File: src/logic/chop_pkg.sv
package chop_pkg;

    // ======================================================================
    // Clock and timing
    // ======================================================================
    localparam int CLK_MHZ       = 200;
    localparam int OFF_TIME_NS   = 375;
    // Least time: round up to whole cycles
    localparam int OFF_TIME_CYC  = (OFF_TIME_NS * CLK_MHZ + 999) / 1000;
    localparam int LAMP_OUT_MS   = 2000;
    localparam int LAMP_OUT_CYC  = LAMP_OUT_MS * CLK_MHZ * 1000;
    localparam int OFF_CNT_W     = 7;
    localparam logic [OFF_CNT_W-1:0] OFF_CNT_LAST = OFF_CNT_W'(OFF_TIME_CYC - 1);

    // ======================================================================
    // Brightness code and chopping
    // ======================================================================
    localparam int CODE_W                = 5;
    localparam logic [CODE_W-1:0] CODE_MIN    = 5'h00;
    localparam logic [CODE_W-1:0] CODE_MAX    = 5'h1f;
    localparam logic [CODE_W-1:0] CODE_FLOOR  = 5'h03;
    localparam logic [CODE_W-1:0] BRIGHT_RST  = 5'h1f;
    localparam logic [7:0] CHOP_PERIOD   = 8'h80;   // Sync pulses per chopping period
    localparam logic [7:0] CHOP_MIN_ON   = 8'h0c;   // 12 of 128 pulses
    localparam logic [5:0] WEIGHT_FULL   = 6'h20;
    localparam logic [5:0] WEIGHT_ZERO   = 6'h00;

    // ======================================================================
    // Brightness converter
    // ======================================================================
    localparam int CTL_W              = 10;
    localparam logic [15:0] CTL_FS    = 16'h03ff;   // Control input equal to reference
    localparam logic [15:0] ADC_DIV   = 16'h0021;
    localparam logic [15:0] ADC_UP    = 16'h0002;
    localparam logic [15:0] ADC_DN    = 16'h001f;

    // ======================================================================
    // Register map (byte addresses) and fields
    // ======================================================================
    localparam logic [3:0] REG_CTRL   = 4'h0;
    localparam logic [3:0] REG_BRIGHT = 4'h4;
    localparam logic [3:0] REG_STATUS = 4'h8;
    localparam int CTRL_SHDN_BIT      = 0;
    localparam int CTRL_CLR_BIT       = 1;

    typedef enum logic [1:0] {
        LVL_GND  = 2'b00,
        LVL_REF  = 2'b01,
        LVL_RAIL = 2'b11
    } pin_level_t;

    typedef enum logic [1:0] {
        BK_OFF   = 2'b00,
        BK_READY = 2'b01,
        BK_ON    = 2'b11
    } buck_state_t;

    typedef struct packed {
        logic [5:0] ref_weight;
        logic [5:0] min_weight;
    } cur_target_t;

    typedef struct packed {
        logic [20:0]       zero;
        logic              suspend;
        logic [1:0]        mode;
        logic              shutdown;
        logic              chop_on;
        logic              lamp_out;
        logic [CODE_W-1:0] code;
    } status_t;

endpackage : chop_pkg

File: src/logic/chop_pwm_gen.sv
`timescale 1ns/10ps
module chop_pwm_gen
    import chop_pkg::*;
(
    input  wire logic              mclk_in,
    input  wire logic              rst_in,
    input  wire logic              ce_in,
    input  wire logic              sync_pulse_in,
    input  wire logic              enable_in,
    input  wire logic [CODE_W-1:0] code_in,
    output logic                   on_out
);

    // ======================================================================
    // Period counter and on-time threshold
    // ======================================================================
    logic [6:0] cnt_q, cnt_d;
    logic [7:0] thr_q, thr_d;
    logic [7:0] thr_new;
    logic       on_q, on_d;

    // Codes up to the floor share the minimum duty; above it (code + 1) * 4 pulses
    always_comb begin
        if (code_in <= CODE_FLOOR) begin
            thr_new = CHOP_MIN_ON;
        end else begin
            thr_new = {1'b0, code_in, 2'b00} + 8'h04;
        end
    end

    // Threshold is only taken at a period boundary so a code change
    // cannot cut a pulse short or stretch it
    always_comb begin
        cnt_d = cnt_q;
        thr_d = thr_q;
        on_d  = on_q;
        if (sync_pulse_in) begin
            cnt_d = cnt_q + 7'h01;
            if (cnt_q == 7'h7f) begin
                thr_d = thr_new;
            end
        end
        if (!enable_in) begin
            on_d = 1'b1;
        end else begin
            on_d = ({1'b0, cnt_q} < thr_q);
        end
    end

    always_ff @(posedge mclk_in or posedge rst_in) begin
        if (rst_in) begin
            cnt_q <= 7'h00;
            thr_q <= CHOP_PERIOD;
            on_q  <= 1'b1;
        end else if (ce_in) begin
            cnt_q <= cnt_d;
            thr_q <= thr_d;
            on_q  <= on_d;
        end
    end

    assign on_out = on_q;

endmodule : chop_pwm_gen

File: src/logic/bright_chop_ctrl.sv
`timescale 1ns/10ps
module bright_chop_ctrl
    import chop_pkg::*;
#(
    parameter int unsigned LAMP_OUT_CYCLES = LAMP_OUT_CYC
)
(
    input  wire logic              mclk_in,
    input  wire logic              rst_in,
    input  wire logic              ce_in,
    // Avalon-MM slave
    input  wire logic [3:0]        avs_address_in,
    input  wire logic              avs_read_in,
    input  wire logic              avs_write_in,
    input  wire logic [31:0]       avs_writedata_in,
    input  wire logic [3:0]        avs_byteenable_in,
    output logic [31:0]            avs_readdata_out,
    output logic                   avs_waitrequest_out,
    // Pins, already decoded to logic levels
    input  wire pin_level_t        mode_level_in,
    input  wire logic              mode_sync_in,
    input  wire pin_level_t        min_level_in,
    input  wire logic              shutdown_suspend_n_in,
    input  wire logic [CTL_W-1:0]  ctl_ratio_in,
    input  wire logic              comm_sense_in,
    input  wire logic              pwm_trip_in,
    input  wire logic              cur_limit_in,
    input  wire logic              avg_sense_above_in,
    // Lamp side
    output logic                   chop_pwm_out,
    output logic                   regulate_en_out,
    output cur_target_t            cur_target_out,
    output logic [CODE_W-1:0]      code_out,
    output logic                   high_side_out,
    output logic                   lamp_out_flag_out
);

    // ======================================================================
    // Interface selection
    // ======================================================================
    logic digital_mode;
    logic neg_scale;
    logic shutdown;
    logic chop_en;
    logic chop_on;
    logic lamp_run;

    logic              ctrl_shdn_q, ctrl_shdn_d;
    logic [CODE_W-1:0] bright_q, bright_d;
    logic [CODE_W-1:0] adc_q, adc_d;
    logic [CODE_W-1:0] code;
    logic              lamp_out_q, lamp_out_d;
    logic              lamp_clr;

    // Mode pin level decides where the code comes from
    always_comb begin
        digital_mode = (mode_level_in == LVL_RAIL);
        neg_scale    = (mode_level_in == LVL_REF);
    end

    // In the serial mode the pin only sets the suspend status bit, so shutdown
    // there comes from the control register instead
    always_comb begin
        if (digital_mode) begin
            shutdown = ctrl_shdn_q;
        end else begin
            shutdown = !shutdown_suspend_n_in;
        end
    end

    assign code     = digital_mode ? bright_q : adc_q;
    assign chop_en  = (min_level_in != LVL_RAIL);
    assign lamp_run = !shutdown && !lamp_out_q;

    // ======================================================================
    // Brightness converter with one code of hysteresis
    // ======================================================================
    logic [15:0] ctl33;
    logic [15:0] code16;
    logic [15:0] up_thr;
    logic [15:0] dn_thr;

    assign ctl33  = 16'(ctl_ratio_in) * ADC_DIV;
    assign code16 = 16'(adc_q);

    // Thresholds scaled by the full-scale count so no divide is needed
    always_comb begin
        if (neg_scale) begin
            up_thr = (ADC_DIV - code16) * CTL_FS;
            dn_thr = (ADC_DN - code16) * CTL_FS;
        end else begin
            up_thr = (code16 + ADC_UP) * CTL_FS;
            dn_thr = code16 * CTL_FS;
        end
    end

    // One step per cycle; a large input jump walks the code over
    // up to 31 cycles, well below any visible flicker
    always_comb begin
        adc_d = adc_q;
        if (neg_scale) begin
            if ((ctl33 > up_thr) && (adc_q != CODE_MIN)) begin
                adc_d = adc_q - 5'h01;
            end else if ((ctl33 < dn_thr) && (adc_q != CODE_MAX)) begin
                adc_d = adc_q + 5'h01;
            end
        end else begin
            if ((ctl33 > up_thr) && (adc_q != CODE_MAX)) begin
                adc_d = adc_q + 5'h01;
            end else if ((ctl33 < dn_thr) && (adc_q != CODE_MIN)) begin
                adc_d = adc_q - 5'h01;
            end
        end
    end

    always_ff @(posedge mclk_in or posedge rst_in) begin
        if (rst_in) begin
            adc_q <= CODE_MIN;
        end else if (ce_in) begin
            adc_q <= adc_d;
        end
    end

    // ======================================================================
    // Chopping generator
    // ======================================================================
    chop_pwm_gen u_chop (
        .mclk_in       (mclk_in),
        .rst_in        (rst_in),
        .ce_in         (ce_in),
        .sync_pulse_in (mode_sync_in),
        .enable_in     (chop_en),
        .code_in       (code),
        .on_out        (chop_on)
    );

    // ======================================================================
    // Current target and lamp outputs
    // ======================================================================
    cur_target_t target_q, target_d;
    logic        chop_q, chop_d;

    always_comb begin
        unique case (min_level_in)
            LVL_RAIL: begin
                target_d.ref_weight = {1'b0, code};
                target_d.min_weight = WEIGHT_ZERO;
            end
            LVL_REF: begin
                target_d.ref_weight = WEIGHT_FULL;
                target_d.min_weight = WEIGHT_ZERO;
            end
            default: begin
                target_d.ref_weight = {1'b0, code};
                target_d.min_weight = WEIGHT_FULL - {1'b0, code};
            end
        endcase
        chop_d = lamp_run && chop_on;
    end

    always_ff @(posedge mclk_in or posedge rst_in) begin
        if (rst_in) begin
            target_q <= '0;
            chop_q   <= 1'b0;
        end else if (ce_in) begin
            target_q <= target_d;
            chop_q   <= chop_d;
        end
    end

    assign cur_target_out  = target_q;
    assign chop_pwm_out    = chop_q;
    // Loop is frozen during off-periods so it holds its on-period level
    assign regulate_en_out = chop_q;
    assign code_out        = code;

    // ======================================================================
    // Buck high-side gating
    // ======================================================================
    buck_state_t            bk_q, bk_d;
    logic [OFF_CNT_W-1:0]   off_cnt_q, off_cnt_d;
    logic                   comm_prev_q;
    logic                   fall_pend_q, fall_pend_d;
    logic                   comm_fall;

    assign comm_fall = comm_prev_q && !comm_sense_in;

    always_comb begin
        bk_d        = bk_q;
        off_cnt_d   = off_cnt_q;
        fall_pend_d = fall_pend_q || comm_fall;
        unique case (bk_q)
            BK_OFF: begin
                if (off_cnt_q == OFF_CNT_LAST) begin
                    bk_d = BK_READY;
                end else begin
                    off_cnt_d = off_cnt_q + 7'h01;
                end
            end
            BK_READY: begin
                if ((fall_pend_q || comm_fall) && chop_q) begin
                    bk_d        = BK_ON;
                    fall_pend_d = 1'b0;
                end
            end
            BK_ON: begin
                fall_pend_d = 1'b0;
                if (pwm_trip_in || cur_limit_in || !chop_q) begin
                    bk_d      = BK_OFF;
                    off_cnt_d = '0;
                end
            end
            default: begin
                bk_d      = BK_OFF;
                off_cnt_d = '0;
            end
        endcase
    end

    always_ff @(posedge mclk_in or posedge rst_in) begin
        if (rst_in) begin
            bk_q        <= BK_OFF;
            off_cnt_q   <= '0;
            comm_prev_q <= 1'b0;
            fall_pend_q <= 1'b0;
        end else if (ce_in) begin
            bk_q        <= bk_d;
            off_cnt_q   <= off_cnt_d;
            comm_prev_q <= comm_sense_in;
            fall_pend_q <= fall_pend_d;
        end
    end

    assign high_side_out = (bk_q == BK_ON);

    // ======================================================================
    // Lamp-out watchdog
    // ======================================================================
    logic [31:0] lo_cnt_q, lo_cnt_d;
    logic        lo_hit;

    assign lo_hit = (lo_cnt_q == 32'(LAMP_OUT_CYCLES - 1)) && !avg_sense_above_in;

    // Trip wins over a clear in the same cycle; shutdown releases it
    always_comb begin
        lo_cnt_d   = lo_cnt_q;
        lamp_out_d = lamp_out_q;
        if (shutdown || avg_sense_above_in || lamp_out_q) begin
            lo_cnt_d = '0;
        end else begin
            lo_cnt_d = lo_cnt_q + 32'h1;
        end
        if (shutdown || lamp_clr) begin
            lamp_out_d = 1'b0;
        end
        if (lo_hit && !shutdown) begin
            lamp_out_d = 1'b1;
        end
    end

    always_ff @(posedge mclk_in or posedge rst_in) begin
        if (rst_in) begin
            lo_cnt_q   <= '0;
            lamp_out_q <= 1'b0;
        end else if (ce_in) begin
            lo_cnt_q   <= lo_cnt_d;
            lamp_out_q <= lamp_out_d;
        end
    end

    assign lamp_out_flag_out = lamp_out_q;

    // ======================================================================
    // Avalon-MM register slave
    // ======================================================================
    logic        ack_q, ack_d;
    logic [31:0] rdata_q, rdata_d;
    logic        req;
    logic        wr_go;
    status_t     status;

    assign req   = avs_read_in || avs_write_in;
    // Write lands on the edge where waitrequest is low
    assign wr_go = avs_write_in && ack_q && avs_byteenable_in[0];

    always_comb begin
        status          = '0;
        status.code     = code;
        status.lamp_out = lamp_out_q;
        status.chop_on  = chop_q;
        status.shutdown = shutdown;
        status.mode     = mode_level_in;
        status.suspend  = digital_mode && !shutdown_suspend_n_in;
    end

    // Every access takes one wait cycle; read data is captured there
    always_comb begin
        ack_d       = req && !ack_q;
        rdata_d     = rdata_q;
        ctrl_shdn_d = ctrl_shdn_q;
        bright_d    = bright_q;
        lamp_clr    = 1'b0;
        if (avs_read_in && !ack_q) begin
            unique case (avs_address_in)
                REG_CTRL:   rdata_d = {31'h0, ctrl_shdn_q};
                REG_BRIGHT: rdata_d = {27'h0, bright_q};
                REG_STATUS: rdata_d = status;
                default:    rdata_d = 32'h0;
            endcase
        end
        if (wr_go && (avs_address_in == REG_CTRL)) begin
            ctrl_shdn_d = avs_writedata_in[CTRL_SHDN_BIT];
            lamp_clr    = avs_writedata_in[CTRL_CLR_BIT];
        end
        if (wr_go && (avs_address_in == REG_BRIGHT)) begin
            bright_d = avs_writedata_in[CODE_W-1:0];
        end
    end

    always_ff @(posedge mclk_in or posedge rst_in) begin
        if (rst_in) begin
            ack_q       <= 1'b0;
            rdata_q     <= '0;
            ctrl_shdn_q <= 1'b0;
            bright_q    <= BRIGHT_RST;
        end else if (ce_in) begin
            ack_q       <= ack_d;
            rdata_q     <= rdata_d;
            ctrl_shdn_q <= ctrl_shdn_d;
            bright_q    <= bright_d;
        end
    end

    assign avs_waitrequest_out = req && !ack_q;
    assign avs_readdata_out    = rdata_q;

endmodule : bright_chop_ctrl

File: config.mk
export PLATFORM = sky130hd
export DESIGN_NAME = bright_chop_ctrl
export DESIGN_NICKNAME = d
export VERILOG_FILES = /design/src/logic/chop_pkg.sv /design/src/logic/chop_pwm_gen.sv /design/src/logic/bright_chop_ctrl.sv
export SDC_FILE = /design/constraint.sdc
export NUM_CORES = 1
export LEC_CHECK = 0
export BUFFER_PORTS_ARGS = -buffer_cell sky130_fd_sc_hd__buf_2
export CORE_MARGIN = 1
export CORE_UTILIZATION = 45
export CTS_BUF_LIST = sky130_fd_sc_hd__clkbuf_16
export DETAILED_ROUTE_END_ITERATION = 8
export PLACE_DENSITY = 0.61
export SYNTH_ARGS = -nofsm -noshare
export SYNTH_HDL_FRONTEND = slang
export SYNTH_SLANG_ARGS = --single-unit
File: constraint.sdc
create_clock -name mclk_in -period 13.75 [get_ports mclk_in]
set_input_delay 2.75 -clock mclk_in [delete_from_list [all_inputs] [get_ports mclk_in]]
set_output_delay 2.75 -clock mclk_in [all_outputs]
set_load 0.01 [all_outputs]
==> metrics.md, run 1 <==
| Metric | Value |
|---|---|
| Cells after Synth | 1124 |
| CORE AREA | 22000 sq um |
| CP required | 13.93 ns |
| PortBufs | 67 |
| EDFF count, synth | 0 |
| Antenna-violating nets left | 0 |
| CTS root buf | clkbuf_16 |
| Setup WS pre-CTS | a little over 5 ns |
| Post-Syn Area per Cell | ~9.0 sq um |
| Vias in the first global route | slightly below 8000 |
| Failing checks | design-rule violations |
| Area contributors post-synth | dfrtp_1 22%, ha_1 21%, fa_1 8.3% |
| GRT Overall Usage | 20.2% |
| Top-count cell post-synth | ha_1 |
| Placed Instance Area | 10700 sq um |
| Worst path slowest cell | dfrtp_1 |
| Cts repair resizes | 0 |
| Die H | 152 um |
| # diodes | 0 |
| Final Instance Area | 11000 sq um |
| Netlist cell types | 75 |
| Outcome | finished, violations left |
| CP peak stage delay | 0.82 ns |
| Post-CTS setup repair buffer count | 0 |
| Longest Clk Path Bufs | 2 |
| Post-DP HPWL | between 15000 and 20000 um |
| Slew Viols, Final | 0 |
| Vias | 7877 |
| First-pass GRT wire length | ~38000 um |
| H-tree depth | 3 |
| Worst hold path type | flop to flop |
| Clock sinks | 94 |
| Top post-synthesis cells by count | 168 x ha_1, 126 x inv_1, 87 x dfrtp_1 |
| # IOs | roughly 120 |
| Site Rows | 54 |
| Worst-path clk slew | 0.07 ns |
| Worst setup SP type | flop |
| Max_cap viols | 0 |
| Post-Route WL | 22300 um |
| Top-area cell type share of the netlist area | around 22% |
| Synth Flop Type | dfrtp_1 |
| Drt first-iter violations | around 350 |
| Cell Area, Synth | 10100 sq um |
| Slew margin rel. | 31.7% |
| Grt total ovfl | 0 |
| Total Die Area | 23100 sq um |
| Routed WL per cell | 15.1 um |
| Layout area overhead | 8.34% |
| Asr flop ratio synth | 100% |
| Share of layout cells above drive strength 1 | 10.6% |
| TNS Setup | 0 ns |
| Synth Register Bits | 94 |
| Final Cycle Share | 63.1% |
| Cell chain of the critical path | inv_1 -> ha_1 -> xnor2_1 -> xnor2_1 -> inv_1 -> fa_1 -> fa_1 -> inv_1 -> ha_1 -> nor2b_1 -> o21ai_0 -> a21oi_1 -> a2111oi_0 -> o32a_1 -> nor4b_1 -> a2bb2oi_1 -> ha_1 -> nand4_1 -> a2111oi_0 -> o311ai_0 -> and2_1 -> xnor2_1 -> mux2i_1 |
| Hold_ws | ~0.47 ns |
| Hold Crit Depth | 2 |
| Worst setup margin | 5.08 ns |
| Worst-margin pin slew | 1.01 ns |
| Unrepaired setup endpoints after global routing | no |
| Final hold vios | 0 |
| Synth warn | 0 |
| Area leader, netlist | dfrtp_1 |
| Tmin final | 8.67 ns |
| Critical path type | flop to flop |
| Clk Latency, worst-skew pair | approximately 0.34 ns |
| CTS tree | done |
| Setup violators final | 0 |
| Reg area | about 2400 sq um |
| Nets@finish | 1460 |
| CTS Buf Count | 9 |
| CP endpoint kind | flop |
| Filler cells | 2118 |
| DRC | 7 |
| Area of the multi-input gates | between 7000 and 8000 sq um |
| Starting Density | 46.1% |
| Post-synthesis sequential area ratio | 23.3% |
| Fmax | roughly 120 MHz |
| Hold buffers post-CTS | 0 |
| Via/cell ratio | 5.36 |
| Initial antenna violation count | 0 |
| Crit Path Max Fanout | 15 |
| DR pass1 iterations | 6 |
| Fin Clk Skew | 0.0124 ns |
| Die Wd | around 150 um |
| Crit path arrival time | 8.85 ns |
| RePlAce Congestion | between 0.8 and 0.9 |
| R2R cell count | 23 |
| Largest net degree at the start of global routing | 52 |
[critical path: cells and delay by family (launching register included)]
family                     cells  cell delay (ns)
AOI/OAI and AO/OA              7             2.81
xor gates and xnor gates       3             0.91
adders and majority gates      5             2.27
buffers and inverters          3             0.68
DFF                            1             0.82
muxes                          1             0.09
and+or+nand+nor                4             0.91
[per-layer routing]
layer  up-vias  global-route usage, %  share of wire [%]
met1      3731                   28.6                 49
met4         0                   4.13                1.2
met2       125                   33.6                 47
met5         -                      0                  0
li1       4001                      -                  -
met3        20                   1.91                2.6
[logic make-up (layout without fill, tap and decap cells)]
group,Yosys count,count (layout),synth area share [%]
adders and majority gates,210,210,29.1
DFF,94,94,23.3
xor gates and xnor gates,85,85,7.35
AOI/OAI and AO/OA,236,236,14.9
muxes,29,29,3.02
and+or+nand+nor,299,299,15.0
other,1,21,0.0370
buffers and inverters,170,216,7.29
[final timing paths]
path / start / endpoint / slack [ns]
max: adc_q[1] / adc_q[1] / 5.08
min: avs_readdata_out[10] / avs_readdata_out[10] / 0.47
max reg2reg: adc_q[1] / adc_q[1] / 5.08
min reg2reg: avs_readdata_out[10] / avs_readdata_out[10] / 0.47
max in group asynchronous: rst_in / lo_cnt_q[0] / 10.23
min in group asynchronous: rst_in / off_cnt_q[1] / 2.47
[cells in the final DEF (no fill, tap or decap), types with 20 or more instances in the layout]
master	synthesis	layout
a21oi_1	55	55
ha_1	168	168
inv_1	126	127
xor2_1	37	37
buf_2	0	67
conb_1	1	21
o21ai_0	64	64
nand2_1	78	78
nor2_1	74	74
dfrtp_1	87	87
xnor2_1	48	48
nand3_1	20	20
fa_1	42	42
[flip-flops by register name, indices dropped and copies added (netlist names)]
signal             count
lo_cnt_q              32
cur_target_out        12
avs_readdata_out      11
off_cnt_q              7
u_chop.cnt_q           7
u_chop.thr_q           6
adc_q                  5
bright_q               5
bk_q                   2
ack_q                  1
chop_pwm_out           1
comm_prev_q            1
ctrl_shdn_q            1
fall_pend_q            1
lamp_out_flag_out      1
u_chop.on_out          1
[per-stage QoR]
stage                     cells  utilization [%]
after floorplan            1144                -
after global placement     1454             48.6
after detailed placement   1454             48.6
after CTS                  1470             50.0
after global routing       1470             50.0
final                      1470             50.0
[area by class of cell]
| class | instances | share of cell area, % |
|---|---|---|
| tap | 280 | 3.19 |
| inverter | 126 | 4.33 |
| timing repair buffer | 74 | 3.54 |
| clock inverter | 7 | 0.627 |
| multi-input combinational | 880 | 64.7 |
| sequential | 94 | 21.5 |
| clock buffer | 9 | 2.05 |
Power of run 1 is not shown: default switching activity piles up to over one toggle a cycle in this logic, so the estimate is an artifact.
==> run 2: changes to the inputs <==
Clock period 13.75 ns to 8.4 ns, I/O delays scaled along.
==> metrics.md, run 2 (synthesized netlist as in run 1, its figures left out) <==
| Metric | Value |
|---|---|
| Worst path slowest cell | dfrtp_1 |
| CTS Buf Count | 9 (unchanged) |
| Largest net degree at the start of global routing | 53 (+1.9%) |
| # diodes | 0 (unchanged) |
| Post-DP HPWL | 17800 um (+0.52%) |
| Largest register FFs | 32 (unchanged) |
| PortBufs | 67 (unchanged) |
| First-pass GRT wire length | 38100 um (-0.29%) |
| Drt first-iter violations | 404 (+17%) |
| Antenna-violating nets left | 0 (unchanged) |
| Unrepaired setup endpoints after global routing | no |
| Critical path type | flop to flop |
| Hold_ws | 0.476 ns (+0.00844 ns) |
| Vias in the first global route | 7725 (-1.3%) |
| Fin Clk Skew | 0.0118 ns (-0.000665 ns) |
| Filler cells | 2106 (-0.57%) |
| Initial antenna violation count | 0 (unchanged) |
| DRC | 10 (+3) |
| Failing checks | design-rule violations |
| CP required | 8.62 ns (-5.31 ns) |
| Site Rows | 54 (unchanged) |
| Longest Clk Path Bufs | 2 (unchanged) |
| Setup violators final | 0 (unchanged) |
| Slew margin rel. | 35.3% (+3.6 points) |
| Crit Path Max Fanout | 10 (-5) |
| RePlAce Congestion | 0.845 (-1.1%) |
| Worst hold path type | flop to flop |
| Non-filler cells, final | 1480 (+0.68%) |
| Die Wd | 152 um (unchanged) |
| CTS root buf | clkbuf_16 |
| Vias | 7862 (-0.19%) |
| CORE AREA | 22000 sq um (unchanged) |
| Outcome | finished, violations left |
| Total Die Area | 23100 sq um (unchanged) |
| Commonest cells after routing, fill and taps aside | 168 x ha_1, 126 x inv_1, 87 x dfrtp_1 |
| Share of layout cells above drive strength 1 | 11.3% (+0.75 points) |
| Crit path arrival time | 7.81 ns (-1.04 ns) |
| Final hold vios | 0 (unchanged) |
| TNS Setup | 0 ns (unchanged) |
| CP endpoint kind | flop |
| Layout area overhead | 8.90% |
| DR pass1 iterations | 7 (+1) |
| Final Cycle Share | 90.3% (+27 points) |
| GRT Overall Usage | 20.0% (-0.19 points) |
| Most frequent CP cell | ha_1 |
| Starting Density | 46.1% (unchanged) |
| Fmax | 132 MHz (+14%) |
| Via/cell ratio | 5.31 (-0.86%) |
| Routed WL per cell | 15.0 um (-0.94%) |
| Worst setup SP type | flop |
| Slew Viols, Final | 0 (unchanged) |
| Placed Instances | 1464 (+0.69%) |
| Util after Layout | 50.2% (+0.26 points) |
| CP peak stage delay | 0.64 ns (-0.18 ns) |
| Clk Latency, worst-skew pair | 0.34 ns (about the same) |
| CTS tree | done |
| # IOs | 119 (unchanged) |
| Post-Route WL | 22200 um (-0.27%) |
| Commonest non-fill, non-tap cell in the layout | ha_1 |
| Nets@finish | 1470 (+0.68%) |
| Die H | 152 um (unchanged) |
| Grt total ovfl | 0 (unchanged) |
| Worst-path clk slew | 0.07 ns (about the same) |
| Clock sinks | 94 (unchanged) |
| Largest Register | lo_cnt_q |
| Max_cap viols | 0 (unchanged) |
| H-tree depth | 3 (unchanged) |
| Post-CTS setup repair buffer count | 0 (unchanged) |
| Tmin final | 7.59 ns (-1.08 ns) |
| Worst-margin pin slew | 0.962 ns (-0.0529 ns) |
-- run 2: cell count changes in the layout (fill, tap and decap cells not counted) --
cell	delta
o311ai_1	+1
inv_1	-1
bufinv_16	-1
o311ai_0	-1
clkinv_1	+1
buf_4	+10
inv_6	+3
clkinvlp_4	-2
-- run 2: metrics by stage --
stage                     setup WS (ns)  instance area, sq um
final                             0.813                 11000
after CTS                         0.651                 11000
after floorplan                    1.56                 10200
after detailed placement          0.710                 10800
after global routing             0.0834                 11000
after global placement            0.779                 10800
-- run 2: timing repair --
item,CTS,global route
hold buffers,0,0
hold endpoints to repair,0,0
setup endpoints to repair,0,1
gates resized for setup,0,1
-- run 2: per-layer routing --
metal | global-route usage, % | routed length, um | vias to the layer above | share of wire (%)
met2 | 32.7 | 10200 | 115 | 46
met1 | 28.7 | 11100 | 3715 | 50
met5 | 0 | 0 | - | 0
li1 | - | - | 4012 | -
met4 | 3.60 | 250 | 0 | 1.1
met3 | 2.31 | 592 | 20 | 2.7
-- run 2: critical path, delay by kind of cell, from the launching register on --
| kind | cells | cell delay, ns |
|---|---|---|
| AND/OR/NAND/NOR | 8 | 1.61 |
| flip-flops | 1 | 0.64 |
| adder cells (fa/ha/maj) | 6 | 1.86 |
| multiplexers | 1 | 0.22 |
| XOR/XNOR | 2 | 0.48 |
| AO/OA/AOI/OAI | 8 | 2.12 |
| buffers and inverters | 3 | 0.53 |
-- run 2: layout make-up --
type	count	area (sq um)	area share [%]
Timing Repair Buffer	84	463	4.20
Tap cell	280	350	3.18
Multi-Input combinational cell	880	7100	64.4
Inverter	126	475	4.31
Sequential cell	94	2360	21.4
Clock buffer	9	225	2.04
Clock inverter	7	50.0	0.454
-- run 2: path summary, 6_finish.rpt --
check / start / end / slack (ns) / cells past startpoint
worst min register to register: avs_readdata_out[10] / avs_readdata_out[10] / 0.48 / 2
worst max register to register: adc_q[2] / adc_q[4] / 0.81 / 28
min in group asynchronous: rst_in / avs_readdata_out[6] / 1.44 / 2
max in group asynchronous: rst_in / u_chop.thr_q[7] / 5.98 / 3
worst min-delay path: avs_readdata_out[10] / avs_readdata_out[10] / 0.48 / 2
worst max-delay path: adc_q[2] / adc_q[4] / 0.81 / 28
Power of run 2 is left out for the same reason.
